[src/verilog/hbp_pkg.sv]
// Purpose: constants and types of the host bus port
// Assumes: 20 MHz core clock
// Notes:   register offsets are byte addresses
package hbp_pkg;
    // ------------------------------------------------
    // register map
    // ------------------------------------------------
    localparam int          REG_AW    = 8;
    localparam logic [7:0]  OFF_BASE  = 8'h00; // base address
    localparam logic [7:0]  OFF_STAT  = 8'h04; // sticky status, ro
    localparam logic [7:0]  OFF_CLEAR = 8'h08; // status clear, wo
    localparam logic [7:0]  OFF_ENA   = 8'h0c; // irq enable
    localparam logic [7:0]  OFF_CFG   = 8'h10; // strap result, ro
    localparam logic [7:0]  OFF_LATCH = 8'h14; // latched address, ro
    localparam logic [15:0] BASE_RESET = 16'h0300;
    localparam int          DEC_LSB   = 4;      // low decoded bit
    // ------------------------------------------------
    // status bits
    // ------------------------------------------------
    localparam int EVT_W   = 4;
    localparam int EVT_RD  = 0; // async read hit
    localparam int EVT_WR  = 1; // async write hit
    localparam int EVT_CMD = 2; // sync or burst command hit
    localparam int EVT_EXT = 3; // core event
    // ------------------------------------------------
    // config and latch fields
    // ------------------------------------------------
    localparam int CFG_SYNC  = 0;
    localparam int CFG_BURST = 1;
    localparam int CFG_ROM   = 2;
    localparam int CFG_WLSB  = 3;
    localparam int LAT_AEN   = 0;
    localparam int LAT_DIR   = 16;
    // ------------------------------------------------
    // timing
    // ------------------------------------------------
    localparam int CLK_NS  = 50;
    localparam int WAIT_NS = 200;  // least cycle extension
    localparam int WAIT_CYC = (WAIT_NS + CLK_NS - 1) / CLK_NS;
    // ------------------------------------------------
    // types
    // ------------------------------------------------
    typedef enum logic [1:0] {
        WIDTH_8  = 2'h0,
        WIDTH_16 = 2'h1,
        WIDTH_32 = 2'h2
    } hbp_width_type;
    typedef enum logic [1:0] {
        ST_BOOT   = 2'h0,
        ST_SETTLE = 2'h1,
        ST_SAMPLE = 2'h3,
        ST_RUN    = 2'h2
    } hbp_boot_type;
endpackage

[src/verilog/hbp_port.sv]
// Purpose: host parallel bus port: decode, wait, straps, irq
// Assumes: pins and bus clock sampled by clk, 20 MHz
// Notes:   local select is the only unregistered output
`timescale 1ns/10ps
module hbp_port #(
    parameter bit IS_BUS32 = 1'b0,           // 32-bit package
    parameter int ROM_WIDTH = 1              // width code from rom
) (
    input  wire logic                        clk,
    input  wire logic                        resetn,
    input  wire logic [15:1]                 addrPin,
    input  wire logic                        addrQualifierLow,
    input  wire logic                        addrLatchStrobe,
    input  wire logic                        readStrobeLow,
    input  wire logic                        writeStrobeLow,
    input  wire logic                        cycleQualifier,
    input  wire logic                        syncWriteRead,
    input  wire logic                        busClk,
    input  wire logic                        syncBusStrap,
    input  wire logic                        romPresentStrap,
    input  wire logic                        romSerialIn,
    input  wire logic                        coreEvent,
    input  wire logic [hbp_pkg::REG_AW-1:0]  regAddr,
    input  wire logic [31:0]                 regWdata,
    input  wire logic                        regWrite,
    input  wire logic                        regRead,
    output logic      [31:0]                 regRdata,
    output logic                             irqOutLow,
    output logic                             irqOe,
    output logic                             localSelectOut,
    output logic                             asyncWaitReady,
    output logic                             asyncWaitOe,
    output logic                             cfgSyncMode,
    output logic                             cfgBurstMode,
    output logic                             cfgRomEnable,
    output logic      [1:0]                  cfgWidth
);
    // ------------------------------------------------
    // state
    // ------------------------------------------------
    typedef struct packed {
        hbp_pkg::hbp_boot_type  boot;
        logic [15:1]            addrS1;   // pin sync stage 1
        logic [15:1]            addrS2;
        logic                   aenS1;
        logic                   aenS2;
        logic [6:0]             ctlS1;    // rd,wr,ads,bclk,cyc,swr,x
        logic [6:0]             ctlS2;
        logic [3:0]             prev;     // rd,wr,ads,bclk
        logic [2:0]             strapS1;  // mode, rom, serial in
        logic [2:0]             strapS2;
        logic                   cfgSync;
        logic                   cfgBurst;
        logic                   cfgRom;
        hbp_pkg::hbp_width_type cfgWidth;
        logic [15:0]            base;
        logic [3:0]             status;
        logic [3:0]             enable;
        logic [15:1]            latAddr;
        logic                   latAen;
        logic                   lastWrite;
        logic [2:0]             waitCnt;
        logic                   readyOe;
        logic                   irq;
        logic [31:0]            rdata;
    } hbp_state_type;

    hbp_state_type s_q;  // registered state
    hbp_state_type s_d;  // next state

    // ------------------------------------------------
    // address match against base, shared by pin and sampled paths
    // ------------------------------------------------
    function automatic logic hbp_match(
        input logic [15:1] a,
        input logic        aenLow,
        input logic [15:0] base
    );
        // qualifier high blocks every match
        hbp_match = !aenLow && (a[15:hbp_pkg::DEC_LSB] == base[15:hbp_pkg::DEC_LSB]);
    endfunction

    // ------------------------------------------------
    // local select: straight from pins, so no sync delay
    // ------------------------------------------------
    always_comb begin
        localSelectOut = !hbp_match(addrPin, addrQualifierLow, s_q.base);
    end

    // sampled views of control pins
    logic rdS;      // read strobe, active low
    logic wrS;      // write strobe, active low
    logic adsS;     // address latch strobe
    logic bclkS;    // host bus clock
    logic cycS;     // cycle qualifier
    logic swrS;     // sync direction
    logic hit;      // sampled address match
    assign rdS   = s_q.ctlS2[6];
    assign wrS   = s_q.ctlS2[5];
    assign adsS  = s_q.ctlS2[4];
    assign bclkS = s_q.ctlS2[3];
    assign cycS  = s_q.ctlS2[2];
    assign swrS  = s_q.ctlS2[1];
    assign hit   = hbp_match(s_q.addrS2, s_q.aenS2, s_q.base);

    // ------------------------------------------------
    // next state
    // ------------------------------------------------
    always_comb begin
        logic       run;
        logic       rdFall;
        logic       wrFall;
        logic       adsRise;
        logic       bclkRise;
        logic [3:0] set;
        logic [3:0] clr;
        run      = 1'b0;
        rdFall   = 1'b0;
        wrFall   = 1'b0;
        adsRise  = 1'b0;
        bclkRise = 1'b0;
        set      = 4'h0;
        clr      = 4'h0;
        s_d      = s_q;
        // two-stage pin synchronisers
        s_d.addrS1  = addrPin;
        s_d.addrS2  = s_q.addrS1;
        s_d.aenS1   = addrQualifierLow;
        s_d.aenS2   = s_q.aenS1;
        s_d.ctlS1   = {readStrobeLow, writeStrobeLow, addrLatchStrobe,
                       busClk, cycleQualifier, syncWriteRead, 1'b0};
        s_d.ctlS2   = s_q.ctlS1;
        s_d.strapS1 = {syncBusStrap, romPresentStrap, romSerialIn};
        s_d.strapS2 = s_q.strapS1;
        s_d.prev    = {rdS, wrS, adsS, bclkS};
        run      = (s_q.boot == hbp_pkg::ST_RUN);
        rdFall   = run && s_q.prev[3] && !rdS;
        wrFall   = run && s_q.prev[2] && !wrS;
        adsRise  = run && !s_q.prev[1] && adsS;
        bclkRise = run && !s_q.prev[0] && bclkS;

        // strap capture: wait until the sync chain holds pin values
        case (s_q.boot)
            hbp_pkg::ST_BOOT: begin
                s_d.boot = hbp_pkg::ST_SETTLE;
            end
            hbp_pkg::ST_SETTLE: begin
                s_d.boot = hbp_pkg::ST_SAMPLE;
            end
            hbp_pkg::ST_SAMPLE: begin
                s_d.boot     = hbp_pkg::ST_RUN;
                s_d.cfgSync  = !s_q.strapS2[2];
                s_d.cfgBurst = s_q.strapS2[2] && IS_BUS32;
                s_d.cfgRom   = s_q.strapS2[1];
                if (IS_BUS32) begin
                    s_d.cfgWidth = hbp_pkg::WIDTH_32;
                end else if (s_q.strapS2[1]) begin
                    s_d.cfgWidth = hbp_pkg::hbp_width_type'(ROM_WIDTH[1:0]);
                end else if (s_q.strapS2[0]) begin
                    s_d.cfgWidth = hbp_pkg::WIDTH_16;
                end else begin
                    s_d.cfgWidth = hbp_pkg::WIDTH_8;
                end
            end
            default: begin
                s_d.boot = hbp_pkg::ST_RUN;  // config frozen until reset
            end
        endcase

        // address latch on strobe rising edge
        if (adsRise) begin
            s_d.latAddr = s_q.addrS2;
            s_d.latAen  = s_q.aenS2;
        end

        // host accesses by mode
        if (s_q.cfgSync) begin
            // command phase seen on a bus clock edge
            if (bclkRise && !cycS && hit) begin
                set[hbp_pkg::EVT_CMD] = 1'b1;
                s_d.lastWrite = swrS;
            end
        end else if (s_q.cfgBurst) begin
            if (bclkRise && hit) begin
                set[hbp_pkg::EVT_CMD] = 1'b1;
                s_d.lastWrite = !cycS;
            end
        end else begin
            // async strobes: extend the cycle by holding ready low
            if (rdFall && hit) begin
                set[hbp_pkg::EVT_RD] = 1'b1;
                s_d.lastWrite = 1'b0;
            end
            if (wrFall && hit) begin
                set[hbp_pkg::EVT_WR] = 1'b1;
                s_d.lastWrite = 1'b1;
            end
        end

        // wait counter runs on clk only, never on the host clock
        if ((set[hbp_pkg::EVT_RD] || set[hbp_pkg::EVT_WR]) && !s_q.readyOe) begin
            s_d.readyOe = 1'b1;
            s_d.waitCnt = 3'(hbp_pkg::WAIT_CYC - 1);
        end else if (s_q.readyOe && (s_q.waitCnt == 3'h0)) begin
            s_d.readyOe = 1'b0;
        end else if (s_q.readyOe) begin
            s_d.waitCnt = s_q.waitCnt - 3'h1;
        end

        set[hbp_pkg::EVT_EXT] = coreEvent;

        // register writes
        if (regWrite) begin
            if (regAddr == hbp_pkg::OFF_BASE) begin
                s_d.base = regWdata[15:0];
            end else if (regAddr == hbp_pkg::OFF_CLEAR) begin
                clr = regWdata[3:0];
            end else if (regAddr == hbp_pkg::OFF_ENA) begin
                s_d.enable = regWdata[3:0];
            end
        end
        // set wins over clear in the same cycle
        s_d.status = (s_q.status & ~clr) | set;
        s_d.irq    = |(s_d.status & s_d.enable);

        // register reads, data valid next cycle only
        s_d.rdata = 32'h0;
        if (regRead) begin
            if (regAddr == hbp_pkg::OFF_BASE) begin
                s_d.rdata = {16'h0, s_q.base};
            end else if (regAddr == hbp_pkg::OFF_STAT) begin
                s_d.rdata = {28'h0, s_q.status};
            end else if (regAddr == hbp_pkg::OFF_ENA) begin
                s_d.rdata = {28'h0, s_q.enable};
            end else if (regAddr == hbp_pkg::OFF_CFG) begin
                s_d.rdata[hbp_pkg::CFG_SYNC]  = s_q.cfgSync;
                s_d.rdata[hbp_pkg::CFG_BURST] = s_q.cfgBurst;
                s_d.rdata[hbp_pkg::CFG_ROM]   = s_q.cfgRom;
                s_d.rdata[hbp_pkg::CFG_WLSB +: 2] = s_q.cfgWidth;
            end else if (regAddr == hbp_pkg::OFF_LATCH) begin
                s_d.rdata[15:1] = s_q.latAddr;
                s_d.rdata[hbp_pkg::LAT_AEN] = s_q.latAen;
                s_d.rdata[hbp_pkg::LAT_DIR] = s_q.lastWrite;
            end
        end
    end

    // ------------------------------------------------
    // state register
    // ------------------------------------------------
    always_ff @(posedge clk or negedge resetn) begin
        if (!resetn) begin
            s_q          <= '0;
            s_q.base     <= hbp_pkg::BASE_RESET;
            s_q.ctlS1    <= 7'h60;   // strobes idle high, latch strobe and bus clock idle low
            s_q.ctlS2    <= 7'h60;
            s_q.prev     <= 4'hc;    // matches idle pins, so no false edge after reset
            s_q.aenS1    <= 1'b1;
            s_q.aenS2    <= 1'b1;
            s_q.cfgSync  <= 1'b1;
            s_q.cfgWidth <= hbp_pkg::WIDTH_8;
        end else begin
            s_q <= s_d;
        end
    end

    // ------------------------------------------------
    // outputs, all from flops
    // ------------------------------------------------
    assign regRdata       = s_q.rdata;
    assign irqOutLow      = !s_q.irq;
    assign irqOe          = s_q.irq;        // open drain: drive only low
    assign asyncWaitReady = !s_q.readyOe;
    assign asyncWaitOe    = s_q.readyOe;
    assign cfgSyncMode    = s_q.cfgSync;
    assign cfgBurstMode   = s_q.cfgBurst;
    assign cfgRomEnable   = s_q.cfgRom;
    assign cfgWidth       = s_q.cfgWidth;
endmodule

[config.mk]
export PLATFORM = sky130hd
export DESIGN_NAME = hbp_port
export DESIGN_NICKNAME = d
export VERILOG_FILES = /design/src/verilog/hbp_pkg.sv /design/src/verilog/hbp_port.sv
export SDC_FILE = /design/constraint.sdc
export NUM_CORES = 1
export LEC_CHECK = 0
export BUFFER_PORTS_ARGS = -buffer_cell sky130_fd_sc_hd__buf_2
export CORE_MARGIN = 4
export CORE_UTILIZATION = 40
export CTS_CLUSTER_DIAMETER = 60
export CTS_CLUSTER_SIZE = 28
export DETAILED_ROUTE_END_ITERATION = 7
export PLACE_DENSITY_LB_ADDON = 0.1
export SLEW_MARGIN = 20
export SYNTH_ARGS = -nofsm -noshare
export SYNTH_HDL_FRONTEND = slang
export SYNTH_SLANG_ARGS = --single-unit
export TNS_END_PERCENT = 30
[constraint.sdc]
create_clock -name clk -period 2.8 [get_ports clk]
set_input_delay 0 -clock clk [delete_from_list [all_inputs] [get_ports clk]]
set_output_delay 0 -clock clk [all_outputs]
set_load 0.02 [all_outputs]
Yosys cells after proc, flatten, opt, wreduce, memory -nomap -nowiden
Cells that the tools add are included.
{"block": "word_totals", "inputBits": 70, "regBits": 138, "out_inout_bits": 42}
{"block": "op_classes", "reduce_logical": 38, "eq_ne": 12, "bitwise_logic": 4, "muxes": 30, "n_addsub": 1}
{"operator": "17-bit two-way mux", "n": 5}
{"operator": "4-bit two-way mux", "n": 8}
{"operator": "12-bit == test", "n": 2}
{"operator": "8-bit by 4-bit == test with 1-bit output, second input constant", "n": 2}
{"operator": "8-bit by 5-bit == test with 1-bit output, second input constant", "n": 2}
{"operator": "1-bit logical AND", "n": 16}
{"operator": "12-bit two-way mux", "n": 1}
{"operator": "1-bit logical NOT", "n": 11}
{"operator": "1-bit two-way mux", "n": 11}
{"operator": "4-bit bitwise AND", "n": 2}
{"operator": "8-bit by 3-bit == test with 1-bit output, second input constant", "n": 1}
{"operator": "8-bit logical NOT", "n": 1}
{"operator": "3-bit two-way mux", "n": 2}
{"operator": "2-bit AND reduction", "n": 3}
{"operator": "5-bit two-way mux", "n": 1}
{"operator": "2-bit == test, second input constant", "n": 2}
{"operator": "4-bit inverter", "n": 1}
{"operator": "4-bit bitwise OR", "n": 1}
{"operator": "2-bit one-hot mux with 2 select lines", "n": 1}
{"operator": "2-bit nonzero test", "n": 2}
{"operator": "4-bit OR reduction", "n": 1}
{"operator": "3-bit logical NOT", "n": 1}
{"operator": "3-bit nonzero test", "n": 1}
{"operator": "3-bit by 1-bit subtractor with 3-bit output, second input constant", "n": 1}
{"operator": "other kinds (6)", "n": 6}

Longest topological paths before layout
{"block": "depth", "ltp_word": 10, "depth_mapped": 7, "mapped_depth_nobuf": 7}

Worst setup path before layout
No wires, ideal clock.
{"block": "synth_timing", "path_kind": "reg-to-reg", "start": "register s_q[76] (netlist bit)", "end": "register s_q[36] (netlist bit)", "slack_ps": 893, "t_arrival_ps": 1786, "setup_ps": 121, "synth_period_minus_slack_ps": 1907, "stages_incl_launch_ff": 6, "path_cell_list": "dfrtp_1 > xor2_1 > or4_1 > nor4_2 > nand2_1 > a22o_1"}
{"block": "synth_via", "elab_chain_cells": 9, "word_cells_on_any_way": 13, "classes_between": "eq/ne: 2; mux: 4; reduce/logical: 7"}
{"item": "start, declared", "line": "hbp_port.sv:68", "text": "hbp_state_type s_q;"}
{"item": "12-bit == test (*)", "line": "hbp_port.sv:80", "text": "hbp_match = !aenLow && (a[15:hbp_pkg::DEC_LSB] == base[15:hbp_pkg::DEC_LSB]);"}
{"item": "1-bit logical AND (*)", "line": "hbp_port.sv:80"}
{"item": "1-bit logical AND (on tied branches)", "line": "hbp_port.sv:190, hbp_port.sv:194"}
{"item": "1-bit two-way mux (on tied branches)", "line": "hbp_port.sv:190, hbp_port.sv:194"}
{"item": "2-bit two-way mux (*)", "line": "hbp_port.sv:177", "text": "if (s_q.cfgSync) begin"}
{"item": "1-bit logical OR (*)", "line": "hbp_port.sv:201", "text": "if ((set[hbp_pkg::EVT_RD] || set[hbp_pkg::EVT_WR]) && !s_q.readyOe) begin"}
{"item": "1-bit logical AND (*)", "line": "hbp_port.sv:201"}
{"item": "2-bit inequality test (no line) / 2-bit nonzero test (equally long branches)"}
{"item": "2-bit AND reduction (no line)"}
Every way passes the cells marked *; elsewhere a longest branch is shown, timed or not.
A chain may end at the register's enable or synchronous reset.

Final worst setup path
{"block": "layout_timing", "start": "register s_q[74] (netlist bit)", "end": "output localSelectOut"}
{"block": "layout_via", "elab_chain_cells": 3}
{"item": "12-bit == test", "line": "hbp_port.sv:80"}
{"item": "1-bit logical AND", "line": "hbp_port.sv:80"}
{"item": "1-bit logical NOT", "line": "hbp_port.sv:87", "text": "localSelectOut = !hbp_match(addrPin, addrQualifierLow, s_q.base);"}
{"item": "end, declared", "line": "hbp_port.sv:30", "text": "output logic localSelectOut,"}
Every way passes these cells.

==> impl_metrics.env <==
export IMPL_p_seq_share_pct=43.9
export IMPL_ys_seq_area_share_pct=63.78
export IMPL_clk_pin_slew_ns=0.05
export IMPL_syn_area_sq_um=4808
export IMPL_synth_edff_count=0
export IMPL_period_needed_ns=2.310
export IMPL_dpl_instance_area_sq_um=5192
export IMPL_p_comb_share_pct=6.7
export IMPL_firstDrtPassIters=4
export IMPL_synth_distinct_cells=51
export IMPL_hold_violations=0
export IMPL_track_usage_pct=14.93
export IMPL_worst_slew_pin_slew_ns=0.7853
export IMPL_ys_ff_latch=122
export IMPL_cts_root_buf="clkbuf_16"
export IMPL_internal_power_w=0.003427
export IMPL_cts_tree="built"
export IMPL_drv_cap=0
export IMPL_route_detailed_drc=0
export IMPL_swShare_pct=21.52
export IMPL_finalSetupViolCount=0
export IMPL_finalClockSkew_ns=0.007908
export IMPL_layout_commonest_cell="dfrtp_1"
export IMPL_wirelength_um=9554
export IMPL_vias_per_cell=4.705
export IMPL_grt_setup_unrepaired="false"
export IMPL_grt_pass1_wl_um=16020
export IMPL_layout_drive_gt1_share_pct=35.77
export IMPL_ant_nets=0
export IMPL_power_density_nw_per_um2=700.1
export IMPL_io_pins=112
export IMPL_syn_mean_instance_area_sq_um=13.94
export IMPL_status="completed"
export IMPL_reg2reg_depth=6
export IMPL_antenna_found_initial=0
export IMPL_timing_final_ws_setup_ns=0.4903
export IMPL_largest_register_ffs=70
export IMPL_critPathMaxFanout=4
export IMPL_holdPathEnd="s_q[60]"
export IMPL_r2r_slack_ns=0.89
export IMPL_power_frac_clock_pct=49.4
export IMPL_crit_required_ns=2.80
export IMPL_yosysWarnings=0
export IMPL_antennaDiodeCount=0
export IMPL_clock_sinks=122
export IMPL_rows=39
export IMPL_vias=2922
export IMPL_final_area_sq_um=6236
export IMPL_final_cell_mix="dfrtp_1 (111), buf_2 (77), dlygate4sd3_1 (45)"
export IMPL_min_path_type="input pin to flip-flop"
export IMPL_area_delta_synth_final_pct=29.69
export IMPL_reg2reg_from="s_q[76]"
export IMPL_leakagePower_nw=2.937
export IMPL_clockBufferDepth=2
export IMPL_wl_per_cell_um=15.38
export IMPL_ys_flop_type="dfrtp_1"
export IMPL_critPathArrivalTime_ns=2.31
export IMPL_dp_slack_ns=0.6338
export IMPL_grt_max_degree=64
export IMPL_cts_htree_levels=4
export IMPL_drv_slew=0
export IMPL_drtIter0Drc=148
export IMPL_port_buffers=78
export IMPL_worstSetupPathType="flip-flop to output pin"
export IMPL_cts_made_buffers=17
export IMPL_grt_overflow_total=0
export IMPL_period_share_pct=82.49
export IMPL_gp_congestion=0.7595
export IMPL_synth_cells=345
export IMPL_finalSetupTns_ns=0
export IMPL_grt_pass1_vias=3097
export IMPL_core_sq_um=11610
export IMPL_cts_resized_gates=0
export IMPL_start_kind="flip-flop"
export IMPL_end_kind="output pin"
export IMPL_hold_depth=4
export IMPL_top_register="s_q"
export IMPL_p_sw_w=0.0009394
export IMPL_die_h_um=117.6
export IMPL_die_x_um=117.6
export IMPL_finalNetCount=539
export IMPL_slew_headroom_pct=47.65
export IMPL_cts_setup_buffers=0
export IMPL_hold_path_startpoint="regAddr[6]"
export IMPL_r2r_end="s_q[36]"
export IMPL_hpwl_um=6452
export IMPL_die_area_sq_um=13840
export IMPL_ir_drop_mv=0.4149
export IMPL_clock_latency_ns=0.40
export IMPL_async_reset_ff_share_pct=100.0
export IMPL_clock_fmax_ghz=0.4330
export IMPL_start_util_pct=41.40
[routing by layer]
layer | vias to the layer above | GRT usage, % | wire [um]
li1 | 1392 | - | -
met1 | 1439 | 19.35 | 4509
met2 | 80 | 22.82 | 4487
met3 | 11 | 5.382 | 427
met4 | 0 | 6.081 | 129
met5 | - | 0 | 0
[through the flow]
step	util (%)	hold slack (ns)	total power, W	instances
2_1_floorplan	-	-0.2956	0.002087	361
6_report	53.70	0.07661	0.004366	621
4_1_cts	53.70	0.05192	0.004428	621
5_1_grt	53.70	0.06664	0.004553	621
3_5_place_dp	44.71	0.1075	0.002199	545
3_3_place_gp	44.71	0.1062	0.002191	545
[cell type report]
cell class | instances | area, sq um
fill | 1001 | 5378
tap | 143 | 178.9
sequential | 122 | 3067
clock inverter | 12 | 150.1
inverter | 9 | 33.78
clock buffer | 19 | 442.9
multi-input combinational | 190 | 1485
timing repair buffer | 126 | 878.3
[cell usage after synthesis, drive strengths merged, types with 2 or more instances]
master	number	area [sq um]
nor2	8	30.03
a22o	15	131.4
inv	9	33.78
o21ai	8	40.04
a21oi	3	15.01
mux2	36	405.4
or4	3	26.27
a211oi	4	30.03
nor4	2	18.77
nand3	2	10.01
nand2	17	66.32
xnor2	18	157.7
dfrtp	111	2778
ha	3	37.54
nor3	9	61.31
nand2b	2	12.51
dfstp	11	289.0
mux2i	4	40.04
or3	4	26.28
clkbuf	2	7.510
buf	38	284.0
nor3b	2	15.01
o41ai	3	45.05
nand4	4	25.02
xor2	6	52.55
or2	2	12.51
and2	5	31.28
[cells by family after synthesis]
group / count (synthesis) / share of synthesized area (%)
adder cells (fa/ha/maj): 3 / 0.7807
XOR/XNOR: 24 / 4.372
flip-flops: 122 / 63.78
AND/OR/NAND/NOR: 67 / 8.405
multiplexers: 40 / 9.264
AO/OA/AOI/OAI: 39 / 6.558
other: 1 / 0.07799
buffers and inverters: 49 / 6.766
[power by group through the flow]
stage / Combinational, W / Clock, W / Sequential, W
after floorplan: 0.000153 / 0 / 0.00193
after global placement: 0.000247 / 0 / 0.00194
after detailed placement: 0.000251 / 0 / 0.00195
after CTS: 0.000298 / 0.00221 / 0.00192
after global routing: 0.000326 / 0.00230 / 0.00193
final: 0.000294 / 0.00216 / 0.00192
[critical path, cell delays in order (launching register included)]
cell and delay [ns]:
dfrtp_1 0.42, xor2_1 0.19, nor4_1 0.35, nand4_1 0.23, or4_1 0.54, buf_2 0.17
[how the worst max path moves through the flow]
stage	from	endpoint	slack, ns	cells past startpoint
2_1_floorplan	s_q[76]	s_q[36]	0.89	5
3_3_place_gp	regAddr[4]	irqOe	0.65	6
3_5_place_dp	regAddr[4]	irqOe	0.63	6
4_1_cts	s_q[74]	localSelectOut	0.43	5
5_1_grt	s_q[74]	localSelectOut	0.36	5
6_report	s_q[74]	localSelectOut	0.49	5
[timing repair]
action | in CTS | in global routing
endpoints found under the setup margin | 0 | 0
hold buffers | 45 | 0
endpoints found under the hold margin | 110 | 0
(Power assumes the default switching activity.)
